[config.mk]
export PLATFORM = sky130hd
export DESIGN_NAME = pmc_power_mgmt
export DESIGN_NICKNAME = d
export VERILOG_FILES = /design/src/pmc_power_mgmt.v /design/src/pmc_data_table.v
export VERILOG_INCLUDE_DIRS = /design/src /design/src/src
export SDC_FILE = /design/constraint.sdc
export NUM_CORES = 1
export LEC_CHECK = 0
export ABC_CLOCK_PERIOD_IN_PS = 2600
export BUFFER_PORTS_ARGS = -buffer_cell sky130_fd_sc_hd__buf_2
export CAP_MARGIN = 30
export CORE_MARGIN = 4
export CORE_UTILIZATION = 59
export CTS_BUF_LIST = sky130_fd_sc_hd__clkbuf_4 sky130_fd_sc_hd__clkbuf_8 sky130_fd_sc_hd__clkbuf_16
export DETAILED_ROUTE_END_ITERATION = 8
export PLACE_DENSITY = 0.8
export SLEW_MARGIN = 20
export SYNTH_ARGS = -nofsm -noshare
export SYNTH_HDL_FRONTEND = slang
export SYNTH_SLANG_ARGS = --single-unit
[constraint.sdc]
create_clock -name ref_clk -period 2.6 [get_ports ref_clk]
set_input_delay 0.13 -clock ref_clk [delete_from_list [all_inputs] [get_ports ref_clk]]
set_output_delay 0.13 -clock ref_clk [all_outputs]
set_load 0.01 [all_outputs]
[src/pmc_consts.vh]
`ifndef PMC_CONSTS_VH
`define PMC_CONSTS_VH

// ----------------------------------------------------------------
// Register offsets
// ----------------------------------------------------------------
`define PMC_CFG_CAP_OFS 9'h042
`define PMC_CFG_CSR_OFS 9'h044
`define PMC_LOC_CAP_OFS 9'h182
`define PMC_LOC_CSR_OFS 9'h184

// ----------------------------------------------------------------
// Capability word fields
// ----------------------------------------------------------------
`define PMC_CAP_VER_LSB 0
`define PMC_CAP_VER_MSB 2
`define PMC_CAP_CLKREQ_BIT 3
`define PMC_CAP_SPECINIT_BIT 5
`define PMC_CAP_AUX_LSB 6
`define PMC_CAP_AUX_MSB 8
`define PMC_CAP_S1_BIT 9
`define PMC_CAP_S2_BIT 10
`define PMC_CAP_WAKE_LSB 11
`define PMC_CAP_WAKE_MSB 15
`define PMC_CAP_VER_RST 3'h1
`define PMC_CAP_WRMASK 16'hFE2F

// ----------------------------------------------------------------
// Control/status word fields
// ----------------------------------------------------------------
`define PMC_CSR_STATE_LSB 0
`define PMC_CSR_STATE_MSB 1
`define PMC_CSR_WEN_BIT 8
`define PMC_CSR_SEL_LSB 9
`define PMC_CSR_SEL_MSB 12
`define PMC_CSR_SCALE_LSB 13
`define PMC_CSR_SCALE_MSB 14
`define PMC_CSR_WST_BIT 15

// ----------------------------------------------------------------
// Power states
// ----------------------------------------------------------------
`define PMC_STATE_D0 2'h0
`define PMC_STATE_D1 2'h1
`define PMC_STATE_D2 2'h2
`define PMC_STATE_D3HOT 2'h3

`endif

[src/pmc_power_mgmt.v]
`timescale 1ns/1ps
// Summary of operation
// - Capability at cfg 42h/local 182h, control at cfg 44h/local 184h
// - Version bits 2:0 reset 001, read both sides, written locally only
// - Bit 3 clock-needed flag, local write only, resets 0
// - Bit 5 special-init flag, local write only, resets 0
// - Auxiliary current bits 8:6 read-only zero
// - Bits 9 and 10 advertise D1 and State2_supported, local write
// - Bits 15:11 wake-capable state flags, local write, reset zero
// - Power state bits 1:0 writable both sides, reset D0
// - D3hot to D0 change pulses a soft reset including local interface
// - In D3hot refuse memory, I/O and interrupts; configuration only
// - D2 with State2_supported refuses traffic like D3hot; leaving it pulses no soft reset
// - Control bit 8 wake enable, writable both sides, reset 0
// - Data selection bits 12:9 writable both sides, reset 0
// - Scale bits 14:13 locally writable, reset 00
// - Wake status: local write 1 sets, PCI write 1 clears
// - Wake signal driven while status and enable both set
// - Wake status sets only if current state's wake flag set
// - Power data register returns selected item; its scale reads in control bits 14:13
`include "pmc_consts.vh"

module pmc_power_mgmt #(
	parameter SEL_W = 4,
	parameter DATA_W = 8
) (
	// Clock and reset
	input wire ref_clk,
	input wire rst_b,
	// PCI configuration access (16-bit word)
	input wire cfgWrite,
	input wire cfgRead,
	input wire [8:0] cfgAddr,
	input wire [15:0] cfgWdata,
	output reg [15:0] cfgRdata,
	// Local register access (16-bit word)
	input wire locWrite,
	input wire locRead,
	input wire [8:0] locAddr,
	input wire [15:0] locWdata,
	output reg [15:0] locRdata,
	// Local loading of the power data item
	input wire locDataWrite,
	input wire [DATA_W-1:0] locDataIn,
	// Power data register view
	output wire [DATA_W-1:0] powerDataRegister,
	// Gating of PCI traffic
	input wire memIoReq,
	output wire memIoAccept,
	input wire intReq,
	output wire intOut,
	// Wake and reset
	output wire wakeOut,
	output reg softReset
);
	// ----------------------------------------------------------------
	// State
	// ----------------------------------------------------------------
	reg [2:0] version;
	reg clkRequired;
	reg specialInit;
	reg state1Supported;
	reg state2Supported;
	reg [4:0] wakeStateFlags;
	reg [1:0] powerState;
	reg wakeEnable;
	reg [SEL_W-1:0] dataSelect;
	reg wakeStatus;
	wire [1:0] scaleField;

	reg [1:0] next_powerState;
	reg next_wakeStatus;
	reg next_wakeEnable;
	reg [SEL_W-1:0] next_dataSelect;

	// ----------------------------------------------------------------
	// Address decode
	// ----------------------------------------------------------------
	function hit;
		input [8:0] addr;
		input [8:0] ofs;
		begin
			hit = (addr == ofs);
		end
	endfunction

	wire cfgCapW = cfgWrite && hit(cfgAddr, `PMC_CFG_CAP_OFS);
	wire cfgCsrW = cfgWrite && hit(cfgAddr, `PMC_CFG_CSR_OFS);
	// The local interface is held in reset for the soft reset pulse, so
	// a local access that lands on it is dropped rather than half taken
	wire locLive = !softReset;
	wire locCapW = locLive && locWrite &&
		hit(locAddr, `PMC_LOC_CAP_OFS);
	wire locCsrW = locLive && locWrite &&
		hit(locAddr, `PMC_LOC_CSR_OFS);

	// ----------------------------------------------------------------
	// Control word fields, decoded alike for both access sides
	// ----------------------------------------------------------------
	function [1:0] stateOf;
		input [15:0] word;
		begin
			stateOf = word[`PMC_CSR_STATE_MSB:`PMC_CSR_STATE_LSB];
		end
	endfunction

	function wakeEnOf;
		input [15:0] word;
		begin
			wakeEnOf = word[`PMC_CSR_WEN_BIT];
		end
	endfunction

	// SEL_W may not exceed the four-bit field; a narrower table simply
	// aliases the upper selection values onto the lower entries
	function [SEL_W-1:0] selectOf;
		input [15:0] word;
		reg [3:0] field;
		begin
			field = word[`PMC_CSR_SEL_MSB:`PMC_CSR_SEL_LSB];
			selectOf = field[SEL_W-1:0];
		end
	endfunction

	function wakeStOf;
		input [15:0] word;
		begin
			wakeStOf = word[`PMC_CSR_WST_BIT];
		end
	endfunction

	// ----------------------------------------------------------------
	// Read data assembly
	// ----------------------------------------------------------------
	// Aux current and bit 4 are constant zero
	wire [15:0] capWord = {wakeStateFlags, state2Supported,
		state1Supported, 3'h0, specialInit, 1'b0, clkRequired,
		version};
	wire [15:0] csrWord = {wakeStatus, scaleField, dataSelect,
		wakeEnable, 6'h00, powerState};

	function [15:0] readMux;
		input [8:0] addr;
		input [8:0] capOfs;
		input [8:0] csrOfs;
		begin
			if (addr == capOfs)
				readMux = capWord;
			else if (addr == csrOfs)
				readMux = csrWord;
			else
				readMux = 16'h0000;
		end
	endfunction

	always @(posedge ref_clk or negedge rst_b) begin
		if (!rst_b) begin
			cfgRdata <= 16'h0000;
			locRdata <= 16'h0000;
		end else begin
			if (cfgRead)
				cfgRdata <= readMux(cfgAddr, `PMC_CFG_CAP_OFS,
					`PMC_CFG_CSR_OFS);
			// Unmapped offsets read zero so probing neighbours is harmless
			if (softReset)
				locRdata <= 16'h0000;
			else if (locRead)
				locRdata <= readMux(locAddr, `PMC_LOC_CAP_OFS,
					`PMC_LOC_CSR_OFS);
		end
	end

	// ----------------------------------------------------------------
	// Capability word: local side only
	// ----------------------------------------------------------------
	always @(posedge ref_clk or negedge rst_b) begin
		if (!rst_b) begin
			version <= `PMC_CAP_VER_RST;
			clkRequired <= 1'b0;
			specialInit <= 1'b0;
			state1Supported <= 1'b0;
			state2Supported <= 1'b0;
			wakeStateFlags <= 5'h00;
		end else if (locCapW) begin
			version <= locWdata[`PMC_CAP_VER_MSB:`PMC_CAP_VER_LSB];
			clkRequired <= locWdata[`PMC_CAP_CLKREQ_BIT];
			specialInit <= locWdata[`PMC_CAP_SPECINIT_BIT];
			state1Supported <= locWdata[`PMC_CAP_S1_BIT];
			state2Supported <= locWdata[`PMC_CAP_S2_BIT];
			wakeStateFlags <=
				locWdata[`PMC_CAP_WAKE_MSB:`PMC_CAP_WAKE_LSB];
		end
	end

	// ----------------------------------------------------------------
	// Power state and soft reset
	// ----------------------------------------------------------------
	// PCI write takes priority if both sides write in one cycle
	always @* begin
		next_powerState = powerState;
		// Codes for unsupported D1/D2 are still stored as written
		if (locCsrW)
			next_powerState = stateOf(locWdata);
		if (cfgCsrW)
			next_powerState = stateOf(cfgWdata);
	end

	wire leaveD3 = (powerState == `PMC_STATE_D3HOT) &&
		(next_powerState == `PMC_STATE_D0);

	// Soft reset is a one-cycle pulse; the register pair keeps its
	// contents apart from the scale bits, so the host sees the new D0 state afterwards
	always @(posedge ref_clk or negedge rst_b) begin
		if (!rst_b) begin
			powerState <= `PMC_STATE_D0;
			softReset <= 1'b0;
		end else begin
			powerState <= next_powerState;
			softReset <= leaveD3;
		end
	end

	// ----------------------------------------------------------------
	// Wake enable and data selection
	// ----------------------------------------------------------------
	// Same priority as the power state: the PCI side wins a collision
	always @* begin
		next_wakeEnable = wakeEnable;
		next_dataSelect = dataSelect;
		if (locCsrW) begin
			next_wakeEnable = wakeEnOf(locWdata);
			next_dataSelect = selectOf(locWdata);
		end
		if (cfgCsrW) begin
			next_wakeEnable = wakeEnOf(cfgWdata);
			next_dataSelect = selectOf(cfgWdata);
		end
	end

	always @(posedge ref_clk or negedge rst_b) begin
		if (!rst_b) begin
			wakeEnable <= 1'b0;
			dataSelect <= {SEL_W{1'b0}};
		end else begin
			wakeEnable <= next_wakeEnable;
			dataSelect <= next_dataSelect;
		end
	end

	// ----------------------------------------------------------------
	// Wake status
	// ----------------------------------------------------------------
	// Only D0 to D3hot can be current here, so the D3cold flag is
	// advertised to software but never gates a set
	wire stateWakeOk = wakeStateFlags[powerState];
	wire wakeSetReq = locCsrW && wakeStOf(locWdata);
	wire wakeClrReq = cfgCsrW && wakeStOf(cfgWdata);

	// A set arriving with a clear wins so the event is not lost
	always @* begin
		next_wakeStatus = wakeStatus;
		if (wakeClrReq)
			next_wakeStatus = 1'b0;
		if (wakeSetReq && stateWakeOk)
			next_wakeStatus = 1'b1;
	end

	always @(posedge ref_clk or negedge rst_b) begin
		if (!rst_b)
			wakeStatus <= 1'b0;
		else
			wakeStatus <= next_wakeStatus;
	end

	assign wakeOut = wakeStatus && wakeEnable;

	// ----------------------------------------------------------------
	// PCI traffic gating
	// ----------------------------------------------------------------
	// Combinational so a request is refused in the cycle it is made
	wire lowPower = (powerState == `PMC_STATE_D3HOT) ||
		((powerState == `PMC_STATE_D2) && state2Supported);
	assign memIoAccept = memIoReq && !lowPower;
	assign intOut = intReq && !lowPower;

	// ----------------------------------------------------------------
	// Scale and power data per selected item
	// ----------------------------------------------------------------
	// Scale follows the selection already in place before this write
	pmc_data_table #(
		.SEL_W(SEL_W),
		.DATA_W(DATA_W)
	) dataTable (
		.ref_clk(ref_clk),
		.rst_b(rst_b),
		.softRst(softReset),
		.dataSelect(dataSelect),
		.scaleWrite(locCsrW),
		.scaleIn(locWdata[`PMC_CSR_SCALE_MSB:`PMC_CSR_SCALE_LSB]),
		.dataWrite(locDataWrite),
		.dataIn(locDataIn),
		.scaleOut(scaleField),
		.dataOut(powerDataRegister)
	);
endmodule

[src/pmc_data_table.v]
`timescale 1ns/1ps
// ----------------------------------------------------------------
// Power data and scale table, one entry per data selection value
// ----------------------------------------------------------------
module pmc_data_table #(
	parameter SEL_W = 4,
	parameter DATA_W = 8
) (
	// Clock and reset
	input wire ref_clk,
	input wire rst_b,
	input wire softRst,
	// Local side loading
	input wire [SEL_W-1:0] dataSelect,
	input wire scaleWrite,
	input wire [1:0] scaleIn,
	input wire dataWrite,
	input wire [DATA_W-1:0] dataIn,
	// Selected entry
	output reg [1:0] scaleOut,
	output reg [DATA_W-1:0] dataOut
);
	localparam DEPTH = 1 << SEL_W;
	reg [1:0] scaleMem [0:DEPTH-1];
	reg [DATA_W-1:0] dataMem [0:DEPTH-1];
	integer i;

	// Scale belongs to the entry chosen by the selection field
	always @(posedge ref_clk or negedge rst_b) begin
		if (!rst_b) begin
			for (i = 0; i < DEPTH; i = i + 1) begin
				scaleMem[i] <= 2'h0;
				dataMem[i] <= {DATA_W{1'b0}};
			end
		end else if (softRst) begin
			for (i = 0; i < DEPTH; i = i + 1) begin
				scaleMem[i] <= 2'h0;
				dataMem[i] <= {DATA_W{1'b0}};
			end
		end else begin
			if (scaleWrite)
				scaleMem[dataSelect] <= scaleIn;
			if (dataWrite)
				dataMem[dataSelect] <= dataIn;
		end
	end

	// Outputs registered, one cycle behind a change of selection
	always @(posedge ref_clk or negedge rst_b) begin
		if (!rst_b) begin
			scaleOut <= 2'h0;
			dataOut <= {DATA_W{1'b0}};
		end else begin
			scaleOut <= scaleMem[dataSelect];
			dataOut <= dataMem[dataSelect];
		end
	end
endmodule

==> results.py <==
metrics = {
    "yosys": {
        "synth_seq_cells": 217,
        "netlist_area_sq_mm": 0.0104,
        "synth_edf_count": 0,
        "synth.distinct_cells": 39,
        "yosysTopAreaCell": "dfrtp_1",
        "yosys_warnings": 0,
        "yosys-top-cells-area": "dfrtp_1, mux2i_1, mux4_2, nor2_1, mux2_2",
        "synth_top_area_share_pct": 52.1,
        "syn_avg_cell_area_sq_um": 12.3,
        "syn-instance-count": 845,
        "seq_area_frac_synth_pct": 52.4,
        "synthArstFlopShare_pct": 100,
        "synth-main-ff-cell": "dfrtp_1",
    },
    "cells_and_area": {
        "fin_util_pct": 71.4,
        "diodes": 0,
        "multiInputGateArea_sq_mm": 0.00459,
        "synthToLayoutAreaGrowth_pct": 18.7,
        "fin_nets": 1031,
        "fillers": 1150,
        "layout-drive-gt1-share_pct": 29.1,
        "regArea_sq_mm": 0.00544,
    },
    "setup_path": {
        "ff2ff_path_depth": 6,
        "timing.rr.start": "softReset",
        "cp_max_fo": 13,
        "r2r_setup_slack_ns": 0.23,
        "startpoint_type": "flip-flop",
        "end_kind": "flip-flop",
        "cp.arrival_ns": 2.76,
        "reg2reg_to": "powerState[1]",
        "cp.required_ns": 2.99,
        "path_class": "flip-flop to flip-flop",
    },
    "timing": {
        "rsz0062_at_grt": "false",
        "whs_ns": 0.0183,
        "slew_violations": 0,
        "setup-tns-final_ns": 0,
        "fin_crit_sh_pct": 91.2,
        "clock.fmax_mhz": 422,
        "slew_headroom_pct": 55.1,
        "setup_violations": 0,
        "clock_skew_ns": 0.00879,
        "tightest_slew_ns": 0.673,
        "finalHoldViolCount": 0,
        "fin_crit_ns": 2.37,
    },
    "power": {
        "power_leakage_nw": 6.07,
        "irDropWorstVdd_uv": 649,
        "powerDensity_mw_per_mm2": 688,
    },
    "flow_run": {
        "cap_violations": 0,
    },
    "global_routing": {
        "grt_max_degree": 77,
        "antenna_found_initial": 0,
        "grt_pass1_vias": 7710,
        "grt_use_total_pct": 26.8,
        "grt_first_pass_wirelength_mm": 42.1,
        "grt-ovfl-total": 0,
    },
    "drt": {
        "via_count": 7258,
        "firstDrtPassIters": 7,
        "ant_nets": 0,
        "drcViolationCount": 0,
        "drt-initial-drc-count": 709,
        "routed_wl_mm": 26.1,
        "routedWlPerCell_um": 21.7,
        "viasPerCell": 6.02,
    },
    "floorplan": {
        "die_h_um": 141,
        "dieArea_sq_mm": 0.0198,
        "initial_core_util_pct": 60.1,
        "core_area_sq_mm": 0.0172,
        "rows": 48,
        "pin_count": 111,
        "die_w_um": 141,
    },
    "cts": {
        "root_buffer": "clkbuf_16",
        "clock-sinks": 217,
        "clk_pin_slew_worst_paths_ns": 0.07,
        "cts_tree": "done",
        "insertion_delay_ns": 0.51,
        "htree_levels": 1,
        "cts_buffers": 23,
        "clock_path_buffers": 3,
    },
    "placed_design": {
        "gp_congestion": 0.831,
        "io_buffers": 93,
        "dp_hpwl_mm": 16.4,
    },
    "hold_path": {
        "holdPathEnd": "dataTable.dataMem[120]",
        "min_from": "locDataIn[0]",
        "holdPathStages": 3,
        "hold_path_class": "primary input to flip-flop",
    },
    "outcome": {
        "status": "completed",
    },
}
stage by stage:
step	power, mW	area (sq um)	instances	worst slack (ns)
after global placement	4.93	11200	1141	0.284
after CTS	8.52	12300	1206	0.0958
after global routing	8.80	12300	1206	0.130
after floorplan	4.57	10400	850	0.575
final	8.47	12300	1206	0.229
after detailed placement	4.98	11300	1142	0.226
synthesized netlist by cell type (2+ instances only):
cell type / count
or3_1: 3
mux2_2: 36
a222oi_1: 9
o21ai_0: 8
or4_1: 3
nor2b_1: 31
nand3b_1: 4
and2_1: 3
mux2i_1: 128
buf_2: 11
nor2_1: 146
nor4b_1: 2
a21oi_1: 23
nand2b_1: 15
clkbuf_1: 52
a22oi_1: 9
a22o_1: 4
nand4bb_1: 2
inv_1: 16
dfrtp_1: 216
nand2_1: 14
mux2_1: 6
buf_1: 4
mux4_2: 51
nor4_2: 5
nand3_1: 14
or4_4: 3
buf_4: 6
nor3_1: 11
critical path, cell delays in order (launching register included):
cell	delay [ns]
dfrtp_4	0.48
nand4bb_1	0.24
or3_4	0.46
buf_4	0.24
mux2i_1	0.16
a21oi_1	0.08
dlygate4sd3_1	0.58
what timing repair did:
item | CTS | global route
gates resized for setup | 0 | 1
setup endpoints to repair | 0 | 2
endpoints found under the hold margin | 92 | 0
hold buffers | 22 | 0
buffers inserted | 0 | 0
cells by family after synthesis:
family	share of synthesized area, %
simple gates	12.5
mux	28.0
flops	52.4
buf+inv	3.57
compound gates	3.49
other cells	0.0362
cells in the final DEF, fill, tap and decap left out, types with 8 or more instances in the layout:
master         Yosys  routed
dlygate4sd3_1      0      22
mux2i_1          128     128
a22oi_1            9       9
clkbuf_16          0      23
nor2b_1           31      31
a21oi_1           23      23
nand2b_1          15      15
nand2_1           14      14
buf_4              6      43
nor2_1           146     146
inv_1             16      16
nand3_1           14      14
buf_2             11      92
dfrtp_1          216     213
a222oi_1           9       9
o21ai_0            8       8
nor3_1            11      11
mux2_2            36      36
clkbuf_8           0       8
mux4_2            51      51
sequential cells by signal, summed over array words and instances, names as in the netlist, 2 cells and up:
name / count
dataTable.dataMem: 128
dataTable.scaleMem: 32
cfgRdata: 13
locRdata: 13
dataTable.dataOut: 8
wakeStateFlags: 5
dataSelect: 4
version: 3
dataTable.scaleOut: 2
powerState: 2
worst max-delay path by stage:
| stage | start | slack [ns] | depth (start not counted) | to |
|---|---|---|---|---|
| 3_3_place_gp | softReset | 0.28 | 5 | dataTable.scaleMem[27] |
| 5_1_grt | softReset | 0.13 | 6 | powerState[1] |
| 6_report | softReset | 0.23 | 6 | powerState[1] |
| 3_5_place_dp | softReset | 0.23 | 5 | dataTable.scaleMem[31] |
| 2_1_floorplan | locAddr[0] | 0.57 | 7 | dataTable.scaleMem[1] |
| 4_1_cts | softReset | 0.1 | 6 | wakeEnable |
power breakdown:
part	internal, mW	switching (mW)	total (mW)
Combinational	0.545	0.531	1.08
Sequential	3.69	0.206	3.90
Clock	2.16	1.34	3.50
cell type report:
class / instances / area share (%)
repair buffers: 162 / 8.99
well taps: 225 / 2.29
flip-flops and latches: 217 / 44.2
inverters: 16 / 0.488
clock buffers: 32 / 5.63
clock inverters: 10 / 1.08
multi-input cells: 544 / 37.3
layer usage:
layer	track usage, %	vias to the layer above	wire [um]
li1	-	3231	-
met1	36.5	3696	10700
met2	44.7	281	12900
met3	4.44	50	1690
met4	8.52	0	847
met5	0	-	0
No activity file was read; power rests on OpenSTA's default activity.
